[src/mir_pkg.sv]
package mir_pkg;
  // Register indices; byte address is four times the index
  localparam logic [7:0] IDX_AUX_ENABLE = 8'hA7;
  localparam logic [7:0] IDX_MAIN_ENABLE = 8'hA8;
  localparam logic [7:0] IDX_AUX_LEVEL = 8'hB7;
  localparam logic [7:0] IDX_MAIN_LEVEL = 8'hB8;
  localparam logic [7:0] IDX_TIMER_CONTROL = 8'h88;
  localparam logic [7:0] IDX_TIMER_C_CONTROL = 8'hC8;
  localparam logic [7:0] IDX_SOURCE_CONFIG = 8'hC0;
  localparam logic [7:0] IDX_EVENT_STATUS = 8'hC1;
  localparam logic [7:0] IDX_EVENT_MASK = 8'hC2;
  localparam logic [7:0] IDX_SERVICE_STATE = 8'hC3;
  localparam int ADDR_W = 12;
  localparam logic [7:0] RESET_VAL = 8'h00;
  // Implemented bits; the rest read as zero
  localparam logic [7:0] AUX_BITS = 8'h13;
  localparam logic [7:0] MAIN_EN_BITS = 8'hBF;
  localparam logic [7:0] MAIN_LVL_BITS = 8'h3F;
  localparam logic [7:0] TC_BITS = 8'hAF;
  localparam logic [7:0] TCC_BITS = 8'hC8;
  localparam logic [7:0] CFG_BITS = 8'h01;
  localparam logic [7:0] EVT_BITS = 8'h07;
  // Main enable / level fields
  localparam int M_EXT_A = 0;
  localparam int M_TMR_A = 1;
  localparam int M_EXT_B = 2;
  localparam int M_TMR_B = 3;
  localparam int M_SER_ONE = 4;
  localparam int M_TMR_C = 5;
  localparam int M_GLOBAL = 7;
  // Auxiliary enable / level fields
  localparam int A_USB = 0;
  localparam int A_TWOWIRE = 1;
  localparam int A_SER_TWO = 4;
  // Timer control fields
  localparam int TC_EXT_A_SEL = 0;
  localparam int TC_EXT_A_FLAG = 1;
  localparam int TC_EXT_B_SEL = 2;
  localparam int TC_EXT_B_FLAG = 3;
  localparam int TC_TMR_A_OVF = 5;
  localparam int TC_TMR_B_OVF = 7;
  // Timer c control fields and source config field
  localparam int TCC_TRIG_EN = 3;
  localparam int TCC_TRIG_FLAG = 6;
  localparam int TCC_OVF = 7;
  localparam int CFG_ADC_TAKEOVER = 0;
  // Event status fields
  localparam int EV_HIGH_TAKEN = 0;
  localparam int EV_LOW_TAKEN = 1;
  localparam int EV_STRAY_RETURN = 2;
  // Sources in polling order, 0 first
  localparam int NSRC = 10;
  localparam logic [3:0] SRC_EXT_A = 4'h0;
  localparam logic [3:0] SRC_SER_TWO = 4'h1;
  localparam logic [3:0] SRC_TMR_A = 4'h2;
  localparam logic [3:0] SRC_TWOWIRE = 4'h3;
  localparam logic [3:0] SRC_EXT_B = 4'h4;
  localparam logic [3:0] SRC_RESERVED = 4'h5;
  localparam logic [3:0] SRC_TMR_B = 4'h6;
  localparam logic [3:0] SRC_USB = 4'h7;
  localparam logic [3:0] SRC_SER_ONE = 4'h8;
  localparam logic [3:0] SRC_TMR_C = 4'h9;
  localparam logic [1:0] RESP_OKAY = 2'h0;
  localparam logic [1:0] RESP_DECERR = 2'h3;
  // Request offered to the core sequencer
  typedef struct packed {
    logic valid;
    logic high;
    logic [3:0] source;
  } mir_request_t;
endpackage

[src/mir_irq_ctrl.sv]
`timescale 1ns/10ps
// Operation
// - Nine request sources feed ten polling slots
// - External A edge or level, flag requests
// - External B edge or level, flag requests
// - Edge flags cleared on vectoring or by write
// - Level flag follows pin every cycle, even when taken
// - Timer A/B overflow flags, A not in mode 3
// - Timer A/B flags cleared on vectoring
// - Timer C overflow flag, software clear only
// - Timer C trigger pin, enable and flag
// - Two-wire request bit, cleared by unit
// - Converter may take over external B
// - USB request from its event flags
// - Serial request is receive OR transmit
// - Second serial port uses aux bit 4
// - Per-source enables plus global enable
// - Two levels; high preempts low only
// - Fixed polling order within a level
module mir_irq_ctrl (
  input wire logic core_clk,
  input wire logic reset_n,
  input wire logic [11:0] s_axi_awaddr,
  input wire logic s_axi_awvalid,
  output logic s_axi_awready,
  input wire logic [31:0] s_axi_wdata,
  input wire logic [3:0] s_axi_wstrb,
  input wire logic s_axi_wvalid,
  output logic s_axi_wready,
  output logic [1:0] s_axi_bresp,
  output logic s_axi_bvalid,
  input wire logic s_axi_bready,
  input wire logic [11:0] s_axi_araddr,
  input wire logic s_axi_arvalid,
  output logic s_axi_arready,
  output logic [31:0] s_axi_rdata,
  output logic [1:0] s_axi_rresp,
  output logic s_axi_rvalid,
  input wire logic s_axi_rready,
  input wire logic external_request_a_n,
  input wire logic external_request_b_n,
  input wire logic adc_conversion_done,
  input wire logic timer_a_overflow,
  input wire logic timer_a_mode3,
  input wire logic timer_b_overflow,
  input wire logic timer_c_overflow,
  input wire logic timer_c_trigger_pin,
  input wire logic twowire_request_bit,
  input wire logic usb_request,
  input wire logic serial_one_receive_done_flag,
  input wire logic serial_one_transmit_done_flag,
  input wire logic serial_two_receive_done_flag,
  input wire logic serial_two_transmit_done_flag,
  output mir_pkg::mir_request_t core_request,
  input wire logic vector_ack,
  input wire logic [3:0] vector_source,
  input wire logic service_return,
  output logic irq
);
  logic aw_ready_reg, w_ready_reg, b_valid_reg;
  logic ar_ready_reg, r_valid_reg;
  logic [31:0] r_data_reg;
  logic [1:0] b_resp_reg, r_resp_reg;
  logic [7:0] aux_enable_reg, main_enable_reg;
  logic [7:0] aux_level_reg, main_level_reg;
  logic [7:0] config_reg, event_mask_reg, event_status_reg;
  logic [7:0] event_status_next;
  logic ext_a_edge_select, ext_b_edge_select, timer_c_trigger_enable;
  logic ext_a_request_flag, ext_b_request_flag;
  logic timer_a_overflow_flag, timer_b_overflow_flag;
  logic timer_c_overflow_flag, timer_c_trigger_flag;
  logic line_a_prev_reg, line_b_prev_reg, trig_prev_reg;
  logic in_high_reg, in_low_reg, irq_reg;
  mir_pkg::mir_request_t request_reg, request_next;
  logic wr_go, wr_tc, wr_tcc, wr_mask, wr_hit;
  logic [7:0] wr_idx, rd_idx, wr_byte, rd_val;
  logic rd_hit;
  logic line_a, line_b, set_a, set_b, set_trig;
  logic [mir_pkg::NSRC-1:0] req_vec, en_vec, lvl_vec;
  logic [mir_pkg::NSRC-1:0] hi_cand, lo_cand;
  logic ack_high, clr_a, clr_b, clr_ta, clr_tb;

  // Flag update where a hardware set always wins
  function automatic logic flag_upd(input logic cur, input logic set,
      input logic hw_clr, input logic wr, input logic wbit);
    flag_upd = set | (wr ? wbit : (cur & ~hw_clr));
  endfunction

  // Lowest-numbered set bit in polling order
  function automatic logic [3:0] first_src(
      input logic [mir_pkg::NSRC-1:0] v);
    first_src = 4'h0;
    for (int i = mir_pkg::NSRC - 1; i >= 0; i--) begin
      if (v[i]) begin
        first_src = 4'(i);
      end
    end
  endfunction

  // Bus decode
  assign wr_go = aw_ready_reg & w_ready_reg;
  assign wr_idx = s_axi_awaddr[9:2];
  assign rd_idx = s_axi_araddr[9:2];
  assign wr_byte = s_axi_wstrb[0] ? s_axi_wdata[7:0] : 8'h00;
  assign wr_hit = (s_axi_awaddr[11:10] == 2'h0) &&
      (wr_idx == mir_pkg::IDX_AUX_ENABLE ||
       wr_idx == mir_pkg::IDX_MAIN_ENABLE ||
       wr_idx == mir_pkg::IDX_AUX_LEVEL ||
       wr_idx == mir_pkg::IDX_MAIN_LEVEL ||
       wr_idx == mir_pkg::IDX_TIMER_CONTROL ||
       wr_idx == mir_pkg::IDX_TIMER_C_CONTROL ||
       wr_idx == mir_pkg::IDX_SOURCE_CONFIG ||
       wr_idx == mir_pkg::IDX_EVENT_STATUS ||
       wr_idx == mir_pkg::IDX_EVENT_MASK ||
       wr_idx == mir_pkg::IDX_SERVICE_STATE);
  assign wr_tc = wr_go && s_axi_wstrb[0] &&
      wr_idx == mir_pkg::IDX_TIMER_CONTROL && wr_hit;
  assign wr_tcc = wr_go && s_axi_wstrb[0] &&
      wr_idx == mir_pkg::IDX_TIMER_C_CONTROL && wr_hit;
  assign wr_mask = wr_go && s_axi_wstrb[0] &&
      wr_idx == mir_pkg::IDX_EVENT_MASK && wr_hit;

  // Write channel: address and data taken together
  always_ff @(posedge core_clk or negedge reset_n) begin
    if (!reset_n) begin
      aw_ready_reg <= 1'b0;
      w_ready_reg <= 1'b0;
      b_valid_reg <= 1'b0;
      b_resp_reg <= mir_pkg::RESP_OKAY;
    end else begin
      aw_ready_reg <= 1'b0;
      w_ready_reg <= 1'b0;
      if (wr_go) begin
        b_valid_reg <= 1'b1;
        b_resp_reg <= wr_hit ? mir_pkg::RESP_OKAY : mir_pkg::RESP_DECERR;
      end else if (b_valid_reg && s_axi_bready) begin
        b_valid_reg <= 1'b0;
      end else if (!b_valid_reg && !aw_ready_reg &&
          s_axi_awvalid && s_axi_wvalid) begin
        aw_ready_reg <= 1'b1;
        w_ready_reg <= 1'b1;
      end
    end
  end

  // Read data mux
  always_comb begin
    rd_hit = s_axi_araddr[11:10] == 2'h0;
    rd_val = 8'h00;
    if (rd_idx == mir_pkg::IDX_AUX_ENABLE) begin
      rd_val = aux_enable_reg;
    end else if (rd_idx == mir_pkg::IDX_MAIN_ENABLE) begin
      rd_val = main_enable_reg;
    end else if (rd_idx == mir_pkg::IDX_AUX_LEVEL) begin
      rd_val = aux_level_reg;
    end else if (rd_idx == mir_pkg::IDX_MAIN_LEVEL) begin
      rd_val = main_level_reg;
    end else if (rd_idx == mir_pkg::IDX_TIMER_CONTROL) begin
      rd_val[mir_pkg::TC_EXT_A_SEL] = ext_a_edge_select;
      rd_val[mir_pkg::TC_EXT_A_FLAG] = ext_a_request_flag;
      rd_val[mir_pkg::TC_EXT_B_SEL] = ext_b_edge_select;
      rd_val[mir_pkg::TC_EXT_B_FLAG] = ext_b_request_flag;
      rd_val[mir_pkg::TC_TMR_A_OVF] = timer_a_overflow_flag;
      rd_val[mir_pkg::TC_TMR_B_OVF] = timer_b_overflow_flag;
    end else if (rd_idx == mir_pkg::IDX_TIMER_C_CONTROL) begin
      rd_val[mir_pkg::TCC_TRIG_EN] = timer_c_trigger_enable;
      rd_val[mir_pkg::TCC_TRIG_FLAG] = timer_c_trigger_flag;
      rd_val[mir_pkg::TCC_OVF] = timer_c_overflow_flag;
    end else if (rd_idx == mir_pkg::IDX_SOURCE_CONFIG) begin
      rd_val = config_reg;
    end else if (rd_idx == mir_pkg::IDX_EVENT_STATUS) begin
      rd_val = event_status_reg;
    end else if (rd_idx == mir_pkg::IDX_EVENT_MASK) begin
      rd_val = event_mask_reg;
    end else if (rd_idx == mir_pkg::IDX_SERVICE_STATE) begin
      rd_val = {in_high_reg, in_low_reg, request_reg};
    end else begin
      rd_hit = 1'b0;
    end
  end

  // Read channel
  always_ff @(posedge core_clk or negedge reset_n) begin
    if (!reset_n) begin
      ar_ready_reg <= 1'b0;
      r_valid_reg <= 1'b0;
      r_data_reg <= 32'h0000_0000;
      r_resp_reg <= mir_pkg::RESP_OKAY;
    end else begin
      ar_ready_reg <= 1'b0;
      if (ar_ready_reg) begin
        r_valid_reg <= 1'b1;
        r_data_reg <= {24'h00_0000, rd_val};
        r_resp_reg <= rd_hit ? mir_pkg::RESP_OKAY : mir_pkg::RESP_DECERR;
      end else if (r_valid_reg && s_axi_rready) begin
        r_valid_reg <= 1'b0;
      end else if (!r_valid_reg && s_axi_arvalid) begin
        ar_ready_reg <= 1'b1;
      end
    end
  end

  // Enable, level and configuration registers; reserved bits held zero
  always_ff @(posedge core_clk or negedge reset_n) begin
    if (!reset_n) begin
      aux_enable_reg <= mir_pkg::RESET_VAL;
      main_enable_reg <= mir_pkg::RESET_VAL;
      aux_level_reg <= mir_pkg::RESET_VAL;
      main_level_reg <= mir_pkg::RESET_VAL;
      config_reg <= mir_pkg::RESET_VAL;
      event_mask_reg <= mir_pkg::RESET_VAL;
      ext_a_edge_select <= 1'b0;
      ext_b_edge_select <= 1'b0;
      timer_c_trigger_enable <= 1'b0;
    end else if (wr_go && s_axi_wstrb[0] && wr_hit) begin
      unique case (wr_idx)
        mir_pkg::IDX_AUX_ENABLE: begin
          aux_enable_reg <= wr_byte & mir_pkg::AUX_BITS;
        end
        mir_pkg::IDX_MAIN_ENABLE: begin
          main_enable_reg <= wr_byte & mir_pkg::MAIN_EN_BITS;
        end
        mir_pkg::IDX_AUX_LEVEL: begin
          aux_level_reg <= wr_byte & mir_pkg::AUX_BITS;
        end
        mir_pkg::IDX_MAIN_LEVEL: begin
          main_level_reg <= wr_byte & mir_pkg::MAIN_LVL_BITS;
        end
        mir_pkg::IDX_TIMER_CONTROL: begin
          ext_a_edge_select <= wr_byte[mir_pkg::TC_EXT_A_SEL];
          ext_b_edge_select <= wr_byte[mir_pkg::TC_EXT_B_SEL];
        end
        mir_pkg::IDX_TIMER_C_CONTROL: begin
          timer_c_trigger_enable <= wr_byte[mir_pkg::TCC_TRIG_EN];
        end
        mir_pkg::IDX_SOURCE_CONFIG: begin
          config_reg <= wr_byte & mir_pkg::CFG_BITS;
        end
        mir_pkg::IDX_EVENT_MASK: begin
          event_mask_reg <= wr_byte & mir_pkg::EVT_BITS;
        end
        default: begin
        end
      endcase
    end
  end

  // External lines; converter may replace line B
  assign line_a = ~external_request_a_n;
  assign line_b = config_reg[mir_pkg::CFG_ADC_TAKEOVER] ?
      adc_conversion_done : ~external_request_b_n;
  assign set_a = ext_a_edge_select ? (line_a & ~line_a_prev_reg) : 1'b0;
  assign set_b = ext_b_edge_select ? (line_b & ~line_b_prev_reg) : 1'b0;
  assign set_trig = timer_c_trigger_enable & ~timer_c_trigger_pin &
      trig_prev_reg;
  // Out-of-range source codes count as low level
  assign ack_high = (vector_source < 4'(mir_pkg::NSRC)) &&
      lvl_vec[vector_source];
  assign clr_a = vector_ack && vector_source == mir_pkg::SRC_EXT_A;
  assign clr_b = vector_ack && vector_source == mir_pkg::SRC_EXT_B;
  assign clr_ta = vector_ack && vector_source == mir_pkg::SRC_TMR_A;
  assign clr_tb = vector_ack && vector_source == mir_pkg::SRC_TMR_B;

  // Previous line samples for edge detection
  always_ff @(posedge core_clk or negedge reset_n) begin
    if (!reset_n) begin
      line_a_prev_reg <= 1'b0;
      line_b_prev_reg <= 1'b0;
      trig_prev_reg <= 1'b1;
    end else begin
      line_a_prev_reg <= line_a;
      line_b_prev_reg <= line_b;
      trig_prev_reg <= timer_c_trigger_pin;
    end
  end

  // External request flags
  always_ff @(posedge core_clk or negedge reset_n) begin
    if (!reset_n) begin
      ext_a_request_flag <= 1'b0;
      ext_b_request_flag <= 1'b0;
    end else begin
      if (ext_a_edge_select) begin
        ext_a_request_flag <= flag_upd(ext_a_request_flag, set_a,
            clr_a, wr_tc, wr_byte[mir_pkg::TC_EXT_A_FLAG]);
      end else begin
        ext_a_request_flag <= line_a;
      end
      if (ext_b_edge_select) begin
        ext_b_request_flag <= flag_upd(ext_b_request_flag, set_b,
            clr_b, wr_tc, wr_byte[mir_pkg::TC_EXT_B_FLAG]);
      end else begin
        ext_b_request_flag <= line_b;
      end
    end
  end

  // Timer flags
  always_ff @(posedge core_clk or negedge reset_n) begin
    if (!reset_n) begin
      timer_a_overflow_flag <= 1'b0;
      timer_b_overflow_flag <= 1'b0;
      timer_c_overflow_flag <= 1'b0;
      timer_c_trigger_flag <= 1'b0;
    end else begin
      timer_a_overflow_flag <= flag_upd(timer_a_overflow_flag,
          timer_a_overflow & ~timer_a_mode3, clr_ta,
          wr_tc, wr_byte[mir_pkg::TC_TMR_A_OVF]);
      timer_b_overflow_flag <= flag_upd(timer_b_overflow_flag,
          timer_b_overflow, clr_tb,
          wr_tc, wr_byte[mir_pkg::TC_TMR_B_OVF]);
      timer_c_overflow_flag <= flag_upd(timer_c_overflow_flag,
          timer_c_overflow, 1'b0,
          wr_tcc, wr_byte[mir_pkg::TCC_OVF]);
      timer_c_trigger_flag <= flag_upd(timer_c_trigger_flag,
          set_trig, 1'b0,
          wr_tcc, wr_byte[mir_pkg::TCC_TRIG_FLAG]);
    end
  end

  // Source requests in polling order
  always_comb begin
    req_vec = '0;
    req_vec[mir_pkg::SRC_EXT_A] = ext_a_request_flag;
    req_vec[mir_pkg::SRC_SER_TWO] = serial_two_receive_done_flag |
        serial_two_transmit_done_flag;
    req_vec[mir_pkg::SRC_TMR_A] = timer_a_overflow_flag;
    req_vec[mir_pkg::SRC_TWOWIRE] = twowire_request_bit;
    req_vec[mir_pkg::SRC_EXT_B] = ext_b_request_flag;
    req_vec[mir_pkg::SRC_TMR_B] = timer_b_overflow_flag;
    req_vec[mir_pkg::SRC_USB] = usb_request;
    req_vec[mir_pkg::SRC_SER_ONE] = serial_one_receive_done_flag |
        serial_one_transmit_done_flag;
    req_vec[mir_pkg::SRC_TMR_C] = timer_c_overflow_flag |
        timer_c_trigger_flag;
  end

  // Per-source enable and level maps; reserved slot stays zero
  always_comb begin
    en_vec = '0;
    lvl_vec = '0;
    en_vec[mir_pkg::SRC_EXT_A] = main_enable_reg[mir_pkg::M_EXT_A];
    en_vec[mir_pkg::SRC_SER_TWO] = aux_enable_reg[mir_pkg::A_SER_TWO];
    en_vec[mir_pkg::SRC_TMR_A] = main_enable_reg[mir_pkg::M_TMR_A];
    en_vec[mir_pkg::SRC_TWOWIRE] = aux_enable_reg[mir_pkg::A_TWOWIRE];
    en_vec[mir_pkg::SRC_EXT_B] = main_enable_reg[mir_pkg::M_EXT_B];
    en_vec[mir_pkg::SRC_TMR_B] = main_enable_reg[mir_pkg::M_TMR_B];
    en_vec[mir_pkg::SRC_USB] = aux_enable_reg[mir_pkg::A_USB];
    en_vec[mir_pkg::SRC_SER_ONE] = main_enable_reg[mir_pkg::M_SER_ONE];
    en_vec[mir_pkg::SRC_TMR_C] = main_enable_reg[mir_pkg::M_TMR_C];
    lvl_vec[mir_pkg::SRC_EXT_A] = main_level_reg[mir_pkg::M_EXT_A];
    lvl_vec[mir_pkg::SRC_SER_TWO] = aux_level_reg[mir_pkg::A_SER_TWO];
    lvl_vec[mir_pkg::SRC_TMR_A] = main_level_reg[mir_pkg::M_TMR_A];
    lvl_vec[mir_pkg::SRC_TWOWIRE] = aux_level_reg[mir_pkg::A_TWOWIRE];
    lvl_vec[mir_pkg::SRC_EXT_B] = main_level_reg[mir_pkg::M_EXT_B];
    lvl_vec[mir_pkg::SRC_TMR_B] = main_level_reg[mir_pkg::M_TMR_B];
    lvl_vec[mir_pkg::SRC_USB] = aux_level_reg[mir_pkg::A_USB];
    lvl_vec[mir_pkg::SRC_SER_ONE] = main_level_reg[mir_pkg::M_SER_ONE];
    lvl_vec[mir_pkg::SRC_TMR_C] = main_level_reg[mir_pkg::M_TMR_C];
  end

  // Candidate sets per level
  assign hi_cand = req_vec & en_vec & lvl_vec &
      {mir_pkg::NSRC{main_enable_reg[mir_pkg::M_GLOBAL]}};
  assign lo_cand = req_vec & en_vec & ~lvl_vec &
      {mir_pkg::NSRC{main_enable_reg[mir_pkg::M_GLOBAL]}};

  // Selection: high first, preemption limited by service state
  always_comb begin
    request_next = '0;
    if (vector_ack || service_return || in_high_reg) begin
      request_next = '0;
    end else if (|hi_cand) begin
      request_next.valid = 1'b1;
      request_next.high = 1'b1;
      request_next.source = first_src(hi_cand);
    end else if (|lo_cand && !in_low_reg) begin
      request_next.valid = 1'b1;
      request_next.source = first_src(lo_cand);
    end
  end

  // Request register and service levels in progress
  always_ff @(posedge core_clk or negedge reset_n) begin
    if (!reset_n) begin
      request_reg <= '0;
      in_high_reg <= 1'b0;
      in_low_reg <= 1'b0;
    end else begin
      request_reg <= request_next;
      if (vector_ack) begin
        if (ack_high) begin
          in_high_reg <= 1'b1;
        end else begin
          in_low_reg <= 1'b1;
        end
      end else if (service_return) begin
        if (in_high_reg) begin
          in_high_reg <= 1'b0;
        end else begin
          in_low_reg <= 1'b0;
        end
      end
    end
  end

  // Event status: set wins over write-one clear
  always_comb begin
    event_status_next = event_status_reg;
    if (wr_go && s_axi_wstrb[0] && wr_hit &&
        wr_idx == mir_pkg::IDX_EVENT_STATUS) begin
      event_status_next = event_status_reg & ~wr_byte;
    end
    event_status_next[mir_pkg::EV_HIGH_TAKEN] =
        event_status_next[mir_pkg::EV_HIGH_TAKEN] | (vector_ack & ack_high);
    event_status_next[mir_pkg::EV_LOW_TAKEN] =
        event_status_next[mir_pkg::EV_LOW_TAKEN] | (vector_ack & ~ack_high);
    event_status_next[mir_pkg::EV_STRAY_RETURN] =
        event_status_next[mir_pkg::EV_STRAY_RETURN] |
        (service_return & ~vector_ack & ~in_high_reg & ~in_low_reg);
  end

  // Status register and interrupt line
  always_ff @(posedge core_clk or negedge reset_n) begin
    if (!reset_n) begin
      event_status_reg <= mir_pkg::RESET_VAL;
      irq_reg <= 1'b0;
    end else begin
      event_status_reg <= event_status_next;
      irq_reg <= |(event_status_next & event_mask_reg);
    end
  end

  // Port drivers
  assign s_axi_awready = aw_ready_reg;
  assign s_axi_wready = w_ready_reg;
  assign s_axi_bvalid = b_valid_reg;
  assign s_axi_bresp = b_resp_reg;
  assign s_axi_arready = ar_ready_reg;
  assign s_axi_rvalid = r_valid_reg;
  assign s_axi_rdata = r_data_reg;
  assign s_axi_rresp = r_resp_reg;
  assign core_request = request_reg;
  assign irq = irq_reg;
endmodule

[config.mk]
export PLATFORM = sky130hd
export DESIGN_NAME = mir_irq_ctrl
export DESIGN_NICKNAME = d
export VERILOG_FILES = /design/src/mir_pkg.sv /design/src/mir_irq_ctrl.sv
export SDC_FILE = /design/constraint.sdc
export NUM_CORES = 1
export LEC_CHECK = 0
export ABC_CLOCK_PERIOD_IN_PS = 2700
export BUFFER_PORTS_ARGS = -buffer_cell sky130_fd_sc_hd__buf_4
export CAP_MARGIN = 5
export CORE_UTILIZATION = 40
export CTS_CLUSTER_SIZE = 10
export DETAILED_ROUTE_END_ITERATION = 8
export PLACE_DENSITY = 0.66
export REMOVE_ABC_BUFFERS = 1
export SETUP_SLACK_MARGIN = 0.05
export SLEW_MARGIN = 20
export SYNTH_ARGS = -nofsm -noshare
export SYNTH_HDL_FRONTEND = slang
export SYNTH_SLANG_ARGS = --single-unit
[constraint.sdc]
create_clock -name core_clk -period 2.7 [get_ports core_clk]
set_input_delay 0.27 -clock core_clk [delete_from_list [all_inputs] [get_ports core_clk]]
set_output_delay 0.27 -clock core_clk [all_outputs]
set_load 0.005 [all_outputs]
# --- Word-level counts from Yosys, hierarchy flattened ---
# Cells that the tools add are included.
word_totals:
  ff_bits: 68
  output_inout_bits: 48
op_classes:
  n_lt_le_gt_ge: 2
  eq_ne: 26
  mux: 87
  bitwise: 49
  n_reduce_logical: 54
ops:
  columns: ["operator", "count"]
  rows:
  - ["$eq 8x8->1 const B", 20]
  - ["$mux 4", 23]
  - ["$mux 8", 10]
  - ["$and 10x10->10", 5]
  - ["$mux 1", 47]
  - ["$logic_and 1x1->1", 20]
  - ["$reduce_or 10->1", 2]
  - ["$reduce_and 2->1", 9]
  - ["$and 1x1->1", 14]
  - ["$not 1->1", 14]
  - ["$or 1x1->1", 12]
  - ["$logic_or 1x1->1", 11]
  - ["$not 10->10", 1]
  - ["$and 8x3->8", 1]
  - ["$and 8x8->8", 1]
  - ["$eq 4x3->1 const B", 2]
  - ["$mux 2", 4]
  - ["$not 8->8", 1]
  - ["$reduce_or 8->1", 1]
  - ["$mux 6", 1]
  - ["$reduce_bool 2->1", 3]
  - ["$lt 4x5->1 const B", 1]
  - ["$bmux 1 s4", 1]
  - ["$eq 4x2->1 const B", 1]
  - ["8 further kinds", 13]

# --- Longest topological paths before layout ---
# Gate-level depths: netlist of run 1.
logic_depth:
  ltp_word: 17
  depth_mapped: 7
  ltp_nobuf: 5

# --- Worst setup path before layout of run 1 ---
# No wires, ideal clock.
synth_path:
  path_type: "register -> register"
  from: "register main_level_reg[5]"
  to: "register irq_reg (netlist: irq)"
  arrival_ns: 1.698
  setup_slack_ns: 0.864
  path_stages_with_launch: 6
  path_buffers: 0
  period_less_slack_ns: 1.836
  path_cell_list: "dfrtp_1 -> mux4_2 -> nor2b_4 -> or3_4 -> a32oi_2 -> o221ai_2"
synth_via:
  elab_chain_cells: 8
  elab_cells_between_ends: 10
synth_rtl:
  columns: ["element", "line", "rtl"]
  rows:
  - ["from (decl)", "mir_irq_ctrl.sv:65", "logic [7:0] aux_level_reg, main_level_reg;"]
  - ["from (signal assigned)", "mir_irq_ctrl.sv:209", "main_level_reg <= mir_pkg::RESET_VAL;"]
  - ["from (signal assigned)", "mir_irq_ctrl.sv:227", "main_level_reg <= wr_byte & mir_pkg::MAIN_LVL_BITS;"]
  - ["$bmux 1 s4 (*)", "mir_irq_ctrl.sv:258", "lvl_vec[vector_source];"]
  - ["$mux 1 (implied by the code) (*)", "mir_irq_ctrl.sv:258", null]
  - ["$logic_and 1x1->1 (*)", "mir_irq_ctrl.sv:257", "assign ack_high = (vector_source < 4'(mir_pkg::NSRC)) &&"]
  - ["$not 1->1", "mir_irq_ctrl.sv:417", "event_status_next[mir_pkg::EV_LOW_TAKEN] | (vector_ack & ~ack_high);"]
  - ["$and 1x1->1", "mir_irq_ctrl.sv:417", null]
  - ["$or 1x1->1", "mir_irq_ctrl.sv:417", null]
  - ["$and 8x3->8 (*)", "mir_irq_ctrl.sv:430", "irq_reg <= |(event_status_next & event_mask_reg);"]
  - ["$reduce_or 8->1 (*)", "mir_irq_ctrl.sv:430", null]
  - ["to (signal assigned)", "mir_irq_ctrl.sv:430", null]
  - ["to (decl)", "mir_irq_ctrl.sv:73", "logic in_high_reg, in_low_reg, irq_reg;"]
# Mark *: on every way between the ends. The rest lies on a longest branch, timed or not. The select of a mux whose other input is x is not followed.
# A chain may end at the register's enable or synchronous reset.

==> qor.txt, run 1 <==
Antenna diodes -> 0
I/O Buffers -> 79
Post-synth EDFFs -> 0
Pin count of the biggest net entering global routing -> 67
Global-route wire length before repair -> 17.5 mm
Status -> finished clean
WP data required -> 2.93 ns
Most frequent cells after synthesis -> dfrtp_1 (65), nand2_1 (39), buf_4 (27)
Number of hold buffers added after cts -> 0
Mean Syn Cell Area -> 9.51 µm²
Worst Setup Slack, final -> 0.534 ns
Post-route DRC -> 0
Post-CTS sizing -> 0
Die W -> 101 µm
DRT Pass-1 Iters -> 5
Post-Synthesis Cells -> 409
Skew-Pair Late Insertion Delay -> 0.34 ns
Max-slew headroom -> 0.426
Synth top area cells -> dfrtp_1 (42%), buf_4 (5.2%), mux2_1 (5.2%)
Max VDD drop -> 0.000272 V
GP Congestion -> 0.925
Fin crit period -> 2.17 ns
Setup-failing EPs final -> 0
Fin. Hold Viols -> 0
Slew Viols, Final -> 0
Synth warnings -> 0
Yosys reg bits -> 66
Multi-input gate area -> 1980 µm²
Detailed Place HPWL -> 8.36 mm
DP Area -> 4470 µm²
Crit-path max FO -> 20
Row count -> 35
Longest Clk Path Bufs -> 2
FF+latch area -> 1650 µm²
1st-iter DRT viols -> 286
Via/cell ratio -> 5.61
Core ar. -> 9330 µm²
# IOs -> 135
CTS tree -> built
Max Cap Violations -> 0
Share of cells above drive strength 1 -> 0.222
CP startpoint kind -> flip-flop
Area Overhead vs Synth -> 20.8%
Dpl ws -> 0.539 ns
Arr. time, crit path -> 2.39 ns
Max frequency -> 0.462 GHz
Fillcell total -> 876
Cell taking the most area after synthesis -> dfrtp_1
Kind of critical path -> flip-flop to flip-flop
CTS sink count -> 66
Clock transition at path regs -> 0.07 ns
Unrepaired setup endpoints after global routing -> no
Vias in the first global route -> 3235
Period utilisation layout -> 0.802
Vias -> 3452
Most frequent cell after synthesis -> dfrtp_1
Layout Nets -> 568
Initial antenna violation count -> 0
Setup repair bufs after CTS -> 0
Leak -> 2.15 nW
Routed WL -> 11.0 mm
Die Area -> 10100 µm²
Gr ovfl total -> 0
CTS root buf -> clkbuf_8
Initial Util -> 0.417
Worst hold path class -> primary input to asynchronous set/reset pin
Slew @ Worst Pin -> 0.860 ns
Utilization after layout -> 0.504
TNS Setup -> 0 ns
Distinct cell type count after synthesis -> 65
Die height -> 101 µm
Htree depth -> 3
Top_reg_cell synth -> dfrtp_1
Netlist Area Pre-Place -> 3890 µm²
WL per Instance -> 17.9 µm
Clk_skew -> 0.00866 ns
GRT Total Usage -> 0.232
Synth top area share -> 0.418
Final instance area -> 4700 µm²
Seq/Total Area, Yosys -> 0.425
Critical Path Sink Type -> flip-flop
CTS Buf Count -> 9
Asr flop ratio synth -> 1.00
Pwr Density -> 501 nW/µm²
Routed Antenna Nets -> 0
Power consumption -> 2.35 mW
[final timing paths]
path | start | endpoint | slack (ns) | depth (start not counted)
max | main_enable_reg[7] | core_request[1] | 0.53 | 5
min | reset_n | core_request[2] | 0.03 | 1
min in group core_clk | timer_c_trigger_pin | trig_prev_reg | 0.04 | 1
min reg2reg | s_axi_rvalid | s_axi_arready | 0.46 | 1
max reg2reg | main_enable_reg[7] | core_request[1] | 0.53 | 5
max in group asynchronous | reset_n | event_status_reg[3] | 2.10 | 1
[per-layer routing]
metal / global-route usage / vias to the layer above / share of wire
met4: 0.0736 / 0 / 0.019
met3: 0.0569 / 19 / 0.075
met2: 0.373 / 185 / 0.46
met5: 0 / - / 0
li1: - / 1624 / -
met1: 0.307 / 1624 / 0.45
[metrics by stage]
step | hold slack [ns] | cells
global route | 0.0187 | 615
floorplan | -0.0256 | 390
finish | 0.0316 | 615
global placement | 0.385 | 599
detailed placement | 0.387 | 599
CTS | 0.0333 | 615
[cell usage in the layout, fill, tap and decap left out, types with 14 or more instances in the layout]
master   netlist  layout
buf_4         27      80
a21oi_1       17      17
mux2_1        18      18
nand2_1       39      39
o21ai_1       16      16
conb_1         1      24
nand3_1       14      14
dfrtp_1       65      65
inv_1         19      19
nor2_1        24      24
[critical path: stages (launching register included)]
cell       delay [ns]
dfrtp_1          0.63
nand4_1          0.29
nand3_1          0.17
nor4_2           0.37
o2111ai_1        0.22
o32ai_1          0.36
[report_power, final]
group / internal (mW) / switching (mW)
sequential: 1.04 / 0.0482
clock: 0.547 / 0.400
combinational: 0.159 / 0.161
total: 1.74 / 0.609
[cells by family after synthesis]
group	after synthesis	synth area share
mux	31	0.0923
simple gates	140	0.201
other cells	1	0.000964
buf+inv	63	0.0891
compound gates	108	0.191
flops	66	0.425
[layout make-up]
| class | instances | share of cell area |
|---|---|---|
| tap | 129 | 0.0344 |
| multi-input combinational | 303 | 0.421 |
| clock buffer | 10 | 0.0293 |
| timing repair buffer | 80 | 0.128 |
| sequential | 66 | 0.352 |
| clock inverter | 6 | 0.0192 |
| inverter | 21 | 0.0168 |
No activity file was read; power rests on OpenSTA's default activity.
==> run 2: changes to the inputs <==
Settings changed: ABC_CLOCK_PERIOD_IN_PS 2700 to 1900, PLACE_DENSITY 0.66 to 0.69.
Clock period 2.7 ns to 1.9 ns, I/O delays scaled along.
==> run 2 against run 1 <==
Net effect: die area is the same; critical endpoint is now core_request[0]; first-iteration DRC count fell by 2.8%; sequential share of layout area decreased by 3.0 points; non-clock buffer count is 44 higher; global-route usage grew 1.4 points; design area up 9.4%; worst setup slack worse by 0.50 ns; critical path depth unchanged; count of clock-buffer cells in the layout up 3; fmax rose by 16%.
==> qor.txt, run 2 (synthesis results as in run 1) <==
Status -> finished clean
CP startpoint kind -> flip-flop
Longest Clk Path Bufs -> 2 (unchanged)
Worst hold path class -> primary input to flip-flop
Slew @ Worst Pin -> 0.604 ns (-0.257 ns)
TNS Setup -> 0 ns (unchanged)
Pwr Density -> 652 nW/µm² (+30%)
Die W -> 101 µm (unchanged)
Post-route DRC -> 0 (unchanged)
Max frequency -> 0.536 GHz (+16%)
Worst Setup Slack, final -> 0.0341 ns (-0.500 ns)
Vias in the first global route -> 3527 (+9.0%)
Fin crit period -> 1.87 ns (-0.300 ns)
Area Overhead vs Synth -> 32.1%
Crit-path max FO -> 4 (-80%)
Clock transition at path regs -> 0.07 ns (about the same)
Utilization after layout -> 0.551 (+0.0472)
DRT Pass-1 Iters -> 5 (unchanged)
Skew-Pair Late Insertion Delay -> 0.35 ns (about the same)
Core ar. -> 9330 µm² (unchanged)
FF+latch area -> 1650 µm² (unchanged)
Arr. time, crit path -> 2.08 ns (-0.31 ns)
Htree depth -> 3 (unchanged)
WL per Instance -> 17.7 µm (-1.4%)
CTS root buf -> clkbuf_8
Max Cap Violations -> 0 (unchanged)
Global-route wire length before repair -> 18.6 mm (+5.9%)
Max-slew headroom -> 0.598 (+0.171)
Vias -> 3604 (+4.4%)
Multi-input gate area -> 2050 µm² (+3.5%)
Initial antenna violation count -> 0 (unchanged)
Fin. Hold Viols -> 0 (unchanged)
DP Area -> 4790 µm² (+7.1%)
# IOs -> 135 (unchanged)
Period utilisation layout -> 0.982 (+0.180)
Gr ovfl total -> 0 (unchanged)
Routed Antenna Nets -> 0 (unchanged)
Row count -> 35 (unchanged)
Crit-path slowest cell -> or4_4
Most common library cell in the layout ignoring fill and taps -> buf_4
Dpl ws -> 0.0201 ns (-0.519 ns)
CTS sink count -> 66 (unchanged)
Leak -> 2.38 nW (+11%)
Slew Viols, Final -> 0 (unchanged)
Kind of critical path -> flip-flop to flip-flop
Via/cell ratio -> 5.47 (-2.6%)
Final non-filler cell total -> 659 (+7.2%)
Routed WL -> 11.6 mm (+5.7%)
Critical Path Sink Type -> flip-flop
Layout Nets -> 612 (+7.7%)
Setup-failing EPs final -> 0 (unchanged)
WP data required -> 2.11 ns (-0.82 ns)
Die height -> 101 µm (unchanged)
Initial Util -> 0.417 (unchanged)
Critical path buffers and inverters -> 0 (unchanged)
CTS Buf Count -> 9 (unchanged)
Detailed Place HPWL -> 8.94 mm (+7.0%)
Worst path max stage delay -> 0.46 ns (-0.17 ns)
Most frequent cells in the layout -> buf_4 (118), dfrtp_1 (65), nand2_1 (39)
I/O Buffers -> 79 (unchanged)
GP Congestion -> 0.926 (about the same)
Crit path max-delay family -> compound AO/OA/AOI/OAI gates
CTS tree -> built
Worst path cell trace -> o211ai_1, o22ai_2, or4_4, o2111ai_4, o22ai_1
Placed Cells incl. Taps -> 636 (+6.2%)
GRT Total Usage -> 0.246 (+0.0139)
Fillcell total -> 853 (-2.6%)
Pin count of the biggest net entering global routing -> 41 (-39%)
1st-iter DRT viols -> 278 (-2.8%)
Max VDD drop -> 0.000491 V (+81%)
Die Area -> 10100 µm² (unchanged)
Final instance area -> 5140 µm² (+9.4%)
Unrepaired setup endpoints after global routing -> yes
Antenna diodes -> 0 (unchanged)
Clk_skew -> 0.00636 ns (-0.00230 ns)
Share of cells above drive strength 1 -> 0.294 (+0.0721)
==> run 2: changes by cell type in the layout (fill, tap and decap cells not counted), moves of 2 or more <==
cell           before  now
buf_12              0    3
dlygate4sd3_1       0    3
clkinv_4            2    0
clkbuf_8           10   13
buf_4              80  118
==> run 2: cell type report <==
class | instances | area share
flip-flops and latches | 66 | 0.322
multi-input cells | 303 | 0.398
inverters | 21 | 0.0153
repair buffers | 124 | 0.190
well taps | 129 | 0.0314
clock buffers | 13 | 0.0348
clock inverters | 3 | 0.00877
==> run 2: worst paths after layout <==
kind                       cells past startpoint  slack, ns                  end                   from
min reg2reg                                    1       0.46        s_axi_arready           s_axi_rvalid
max reg2reg                                    5       0.03      core_request[0]  timer_c_overflow_flag
max                                            5       0.03      core_request[0]  timer_c_overflow_flag
min                                            2       0.02  event_status_reg[6]         s_axi_wdata[6]
min in group asynchronous                      2       0.30      core_request[2]                reset_n
max in group asynchronous                      3       1.04      core_request[5]                reset_n
==> run 2: through the flow <==
step | hold WS (ns) | power [mW]
final | 0.0211 | 3.35
after CTS | 0.0132 | 3.37
after detailed placement | 0.137 | 2.05
after global placement | 0.133 | 2.04
after global routing | 0.0151 | 3.49
after floorplan | -0.106 | 1.71
==> run 2: where the power goes <==
part	total, mW	switching, mW	leakage (nW)	internal, mW
registers	1.54	0.0641	0.850	1.47
clock network	1.32	0.572	0.108	0.750
logic	0.489	0.244	1.42	0.245
==> run 2: metal layers <==
metal / track usage / wire (µm) / part of all wire / vias to the layer above
met3: 0.0534 / 812 / 0.070 / 27
met2: 0.390 / 5350 / 0.46 / 176
met5: 0 / 0 / 0 / -
li1: - / - / - / 1701
met4: 0.114 / 395 / 0.034 / 0
met1: 0.320 / 5080 / 0.44 / 1700
==> run 2: what timing repair did <==
| action | in CTS | in global routing |
|---|---|---|
| buffers inserted | 0 | 4 |
| hold buffers | 3 | 0 |
| hold endpoints to repair | 27 | 0 |
| pin swaps | 2 | 7 |
| cloned | 0 | 0 |
| gates resized for setup | 3 | 7 |
| setup endpoints to repair | 4 | 5 |
==> run 3: changes to the inputs <==
Settings changed: CELL_PAD_IN_SITES_DETAIL_PLACEMENT set to 2, CELL_PAD_IN_SITES_GLOBAL_PLACEMENT set to 2, CORE_UTILIZATION 40 to 27, PLACE_DENSITY 0.69 to unset, PLACE_DENSITY_LB_ADDON set to 0.1.
==> run 3 against run 2 <==
Net effect: core utilization down 17 points; flip-flop and latch count did not move; routed wire length up 27%; die area grew 47%; clock power grew 29%; sequential power hardly changed; total power rose by 12%; sequential share of layout area down 0.96 points; fmax about the same.
==> qor.txt, run 3 (synthesis results as in run 1) <==
Status -> finished clean
Worst Reg2Reg Path Length in Cells -> 5 (unchanged)
Area Overhead vs Synth -> 36.3%
WL per Instance -> 20.8 µm (+18%)
Clk_skew -> 0.00665 ns (+0.000289 ns)
# IOs -> 135 (unchanged)
Arr. time, crit path -> 2.08 ns (about the same)
Critical Path Sink Type -> flip-flop
Share of cells above drive strength 1 -> 0.295 (+0.000773)
Htree depth -> 3 (unchanged)
CTS Buf Count -> 9 (unchanged)
Setup-failing EPs final -> 0 (unchanged)
Post-route DRC -> 0 (unchanged)
CTS sink count -> 66 (unchanged)
Vias in the first global route -> 4025 (+14%)
Most frequent cells in the layout -> buf_4 (119), dfrtp_1 (64), nand2_1 (39)
Kind of critical path -> flip-flop to flip-flop
Die height -> 122 µm (+21%)
DRT Pass-1 Iters -> 4 (-1)
Initial antenna violation count -> 0 (unchanged)
Pwr Density -> 710 nW/µm² (+8.8%)
Skew-Pair Late Insertion Delay -> 0.34 ns (about the same)
WP data required -> 2.11 ns (about the same)
Max VDD drop -> 0.000314 V (-36%)
CTS root buf -> clkbuf_16
Row count -> 43 (+23%)
Global-route wire length before repair -> 23.1 mm (+24%)
Most common library cell in the layout ignoring fill and taps -> buf_4
GRT Total Usage -> 0.213 (-0.0330)
Crit-path max FO -> 3 (-1)
Pin count of the biggest net entering global routing -> 36 (-12%)
Gr ovfl total -> 0 (unchanged)
Longest Clk Path Bufs -> 2 (unchanged)
Initial Util -> 0.278 (-0.139)
Detailed Place HPWL -> 11.6 mm (+30%)
Clock transition at path regs -> 0.06 ns (about the same)
Routed Antenna Nets -> 0 (unchanged)
Fin. Hold Viols -> 0 (unchanged)
Routed WL -> 14.8 mm (+27%)
WHS Path Cells -> 2 (unchanged)
Fin crit period -> 1.87 ns (+0.000266 ns)
1st-iter DRT viols -> 110 (-60%)
Die Area -> 14900 µm² (+47%)
Leak -> 2.43 nW (+1.9%)
Die W -> 122 µm (+21%)
Worst hold path class -> primary input to flip-flop
Unrepaired setup endpoints after global routing -> yes
GP Congestion -> 0.904 (-2.4%)
Max Cap Violations -> 0 (unchanged)
Layout Nets -> 614 (+0.33%)
Core ar. -> 14000 µm² (+50%)
I/O Buffers -> 79 (unchanged)
Period utilisation layout -> 0.982 (about the same)
Max-slew headroom -> 0.564 (-0.0341)
TNS Setup -> 0 ns (unchanged)
Max frequency -> 0.536 GHz (about the same)
Slew Viols, Final -> 0 (unchanged)
CTS tree -> built
Utilization after layout -> 0.379 (-0.172)
CP startpoint kind -> flip-flop
Via/cell ratio -> 5.20 (-4.9%)
Slew @ Worst Pin -> 0.655 ns (+0.0512 ns)
Antenna diodes -> 0 (unchanged)
Vias -> 3702 (+2.7%)
## run 3: path summary, 6_finish.rpt
check | start | end | slack, ns
max in group asynchronous | reset_n | core_request[1] | 1.02
max | main_level_reg[5] | irq | 0.03
min reg2reg | s_axi_bvalid | s_axi_wready | 0.46
min in group asynchronous | reset_n | s_axi_rdata[5] | 0.38
min | s_axi_wdata[6] | event_status_reg[6] | 0.02
max reg2reg | main_level_reg[5] | irq | 0.03
## run 3: repair_timing
| action | in CTS | in global routing |
|---|---|---|
| resized for setup | 9 | 3 |
| hold endpoints to repair | 34 | 0 |
| pin swaps | 6 | 2 |
| buffers inserted | 2 | 0 |
| hold buffers | 3 | 0 |
| gates cloned | 0 | 0 |
| endpoints found under the setup margin | 5 | 5 |
## run 3: per-layer routing
metal	routed length, µm	global-route usage	vias up
met5	0	0	-
met4	458	0.0995	0
met3	727	0.0389	27
met2	6980	0.350	115
met1	6650	0.268	1847
li1	-	-	1713
## run 3: worst max-delay path, cell delays in order, from the launching register on
cell and delay (ns):
dfrtp_1 0.40, mux4_2 0.47, nor2b_4 0.14, or3_4 0.39, a32oi_2 0.23, o221ai_2 0.11
## run 3: per-stage QoR
step	cells	setup slack [ns]	area, µm²	hold WS [ns]	total power, mW
floorplan	390	0.0639	3710	-0.106	1.71
global placement	691	-0.264	4890	0.202	2.07
detailed placement	691	-0.392	4890	0.206	2.09
CTS	712	0.00534	5280	0.0102	3.82
global route	712	-0.0121	5300	0.0335	3.93
finish	712	0.0338	5300	0.0237	3.76
## run 3: layout make-up
class	instances	area [µm²]
multi-input cells	303	2050
inverters	21	78.8
clock buffers	11	233
clock inverters	5	57.6
flip-flops and latches	66	1650
fillers	1527	8690
well taps	180	225
repair buffers	126	1000
## run 3: report_power, final
part	switching [mW]	internal, mW
registers	0.0690	1.48
clock network	0.686	1.02
logic	0.262	0.253
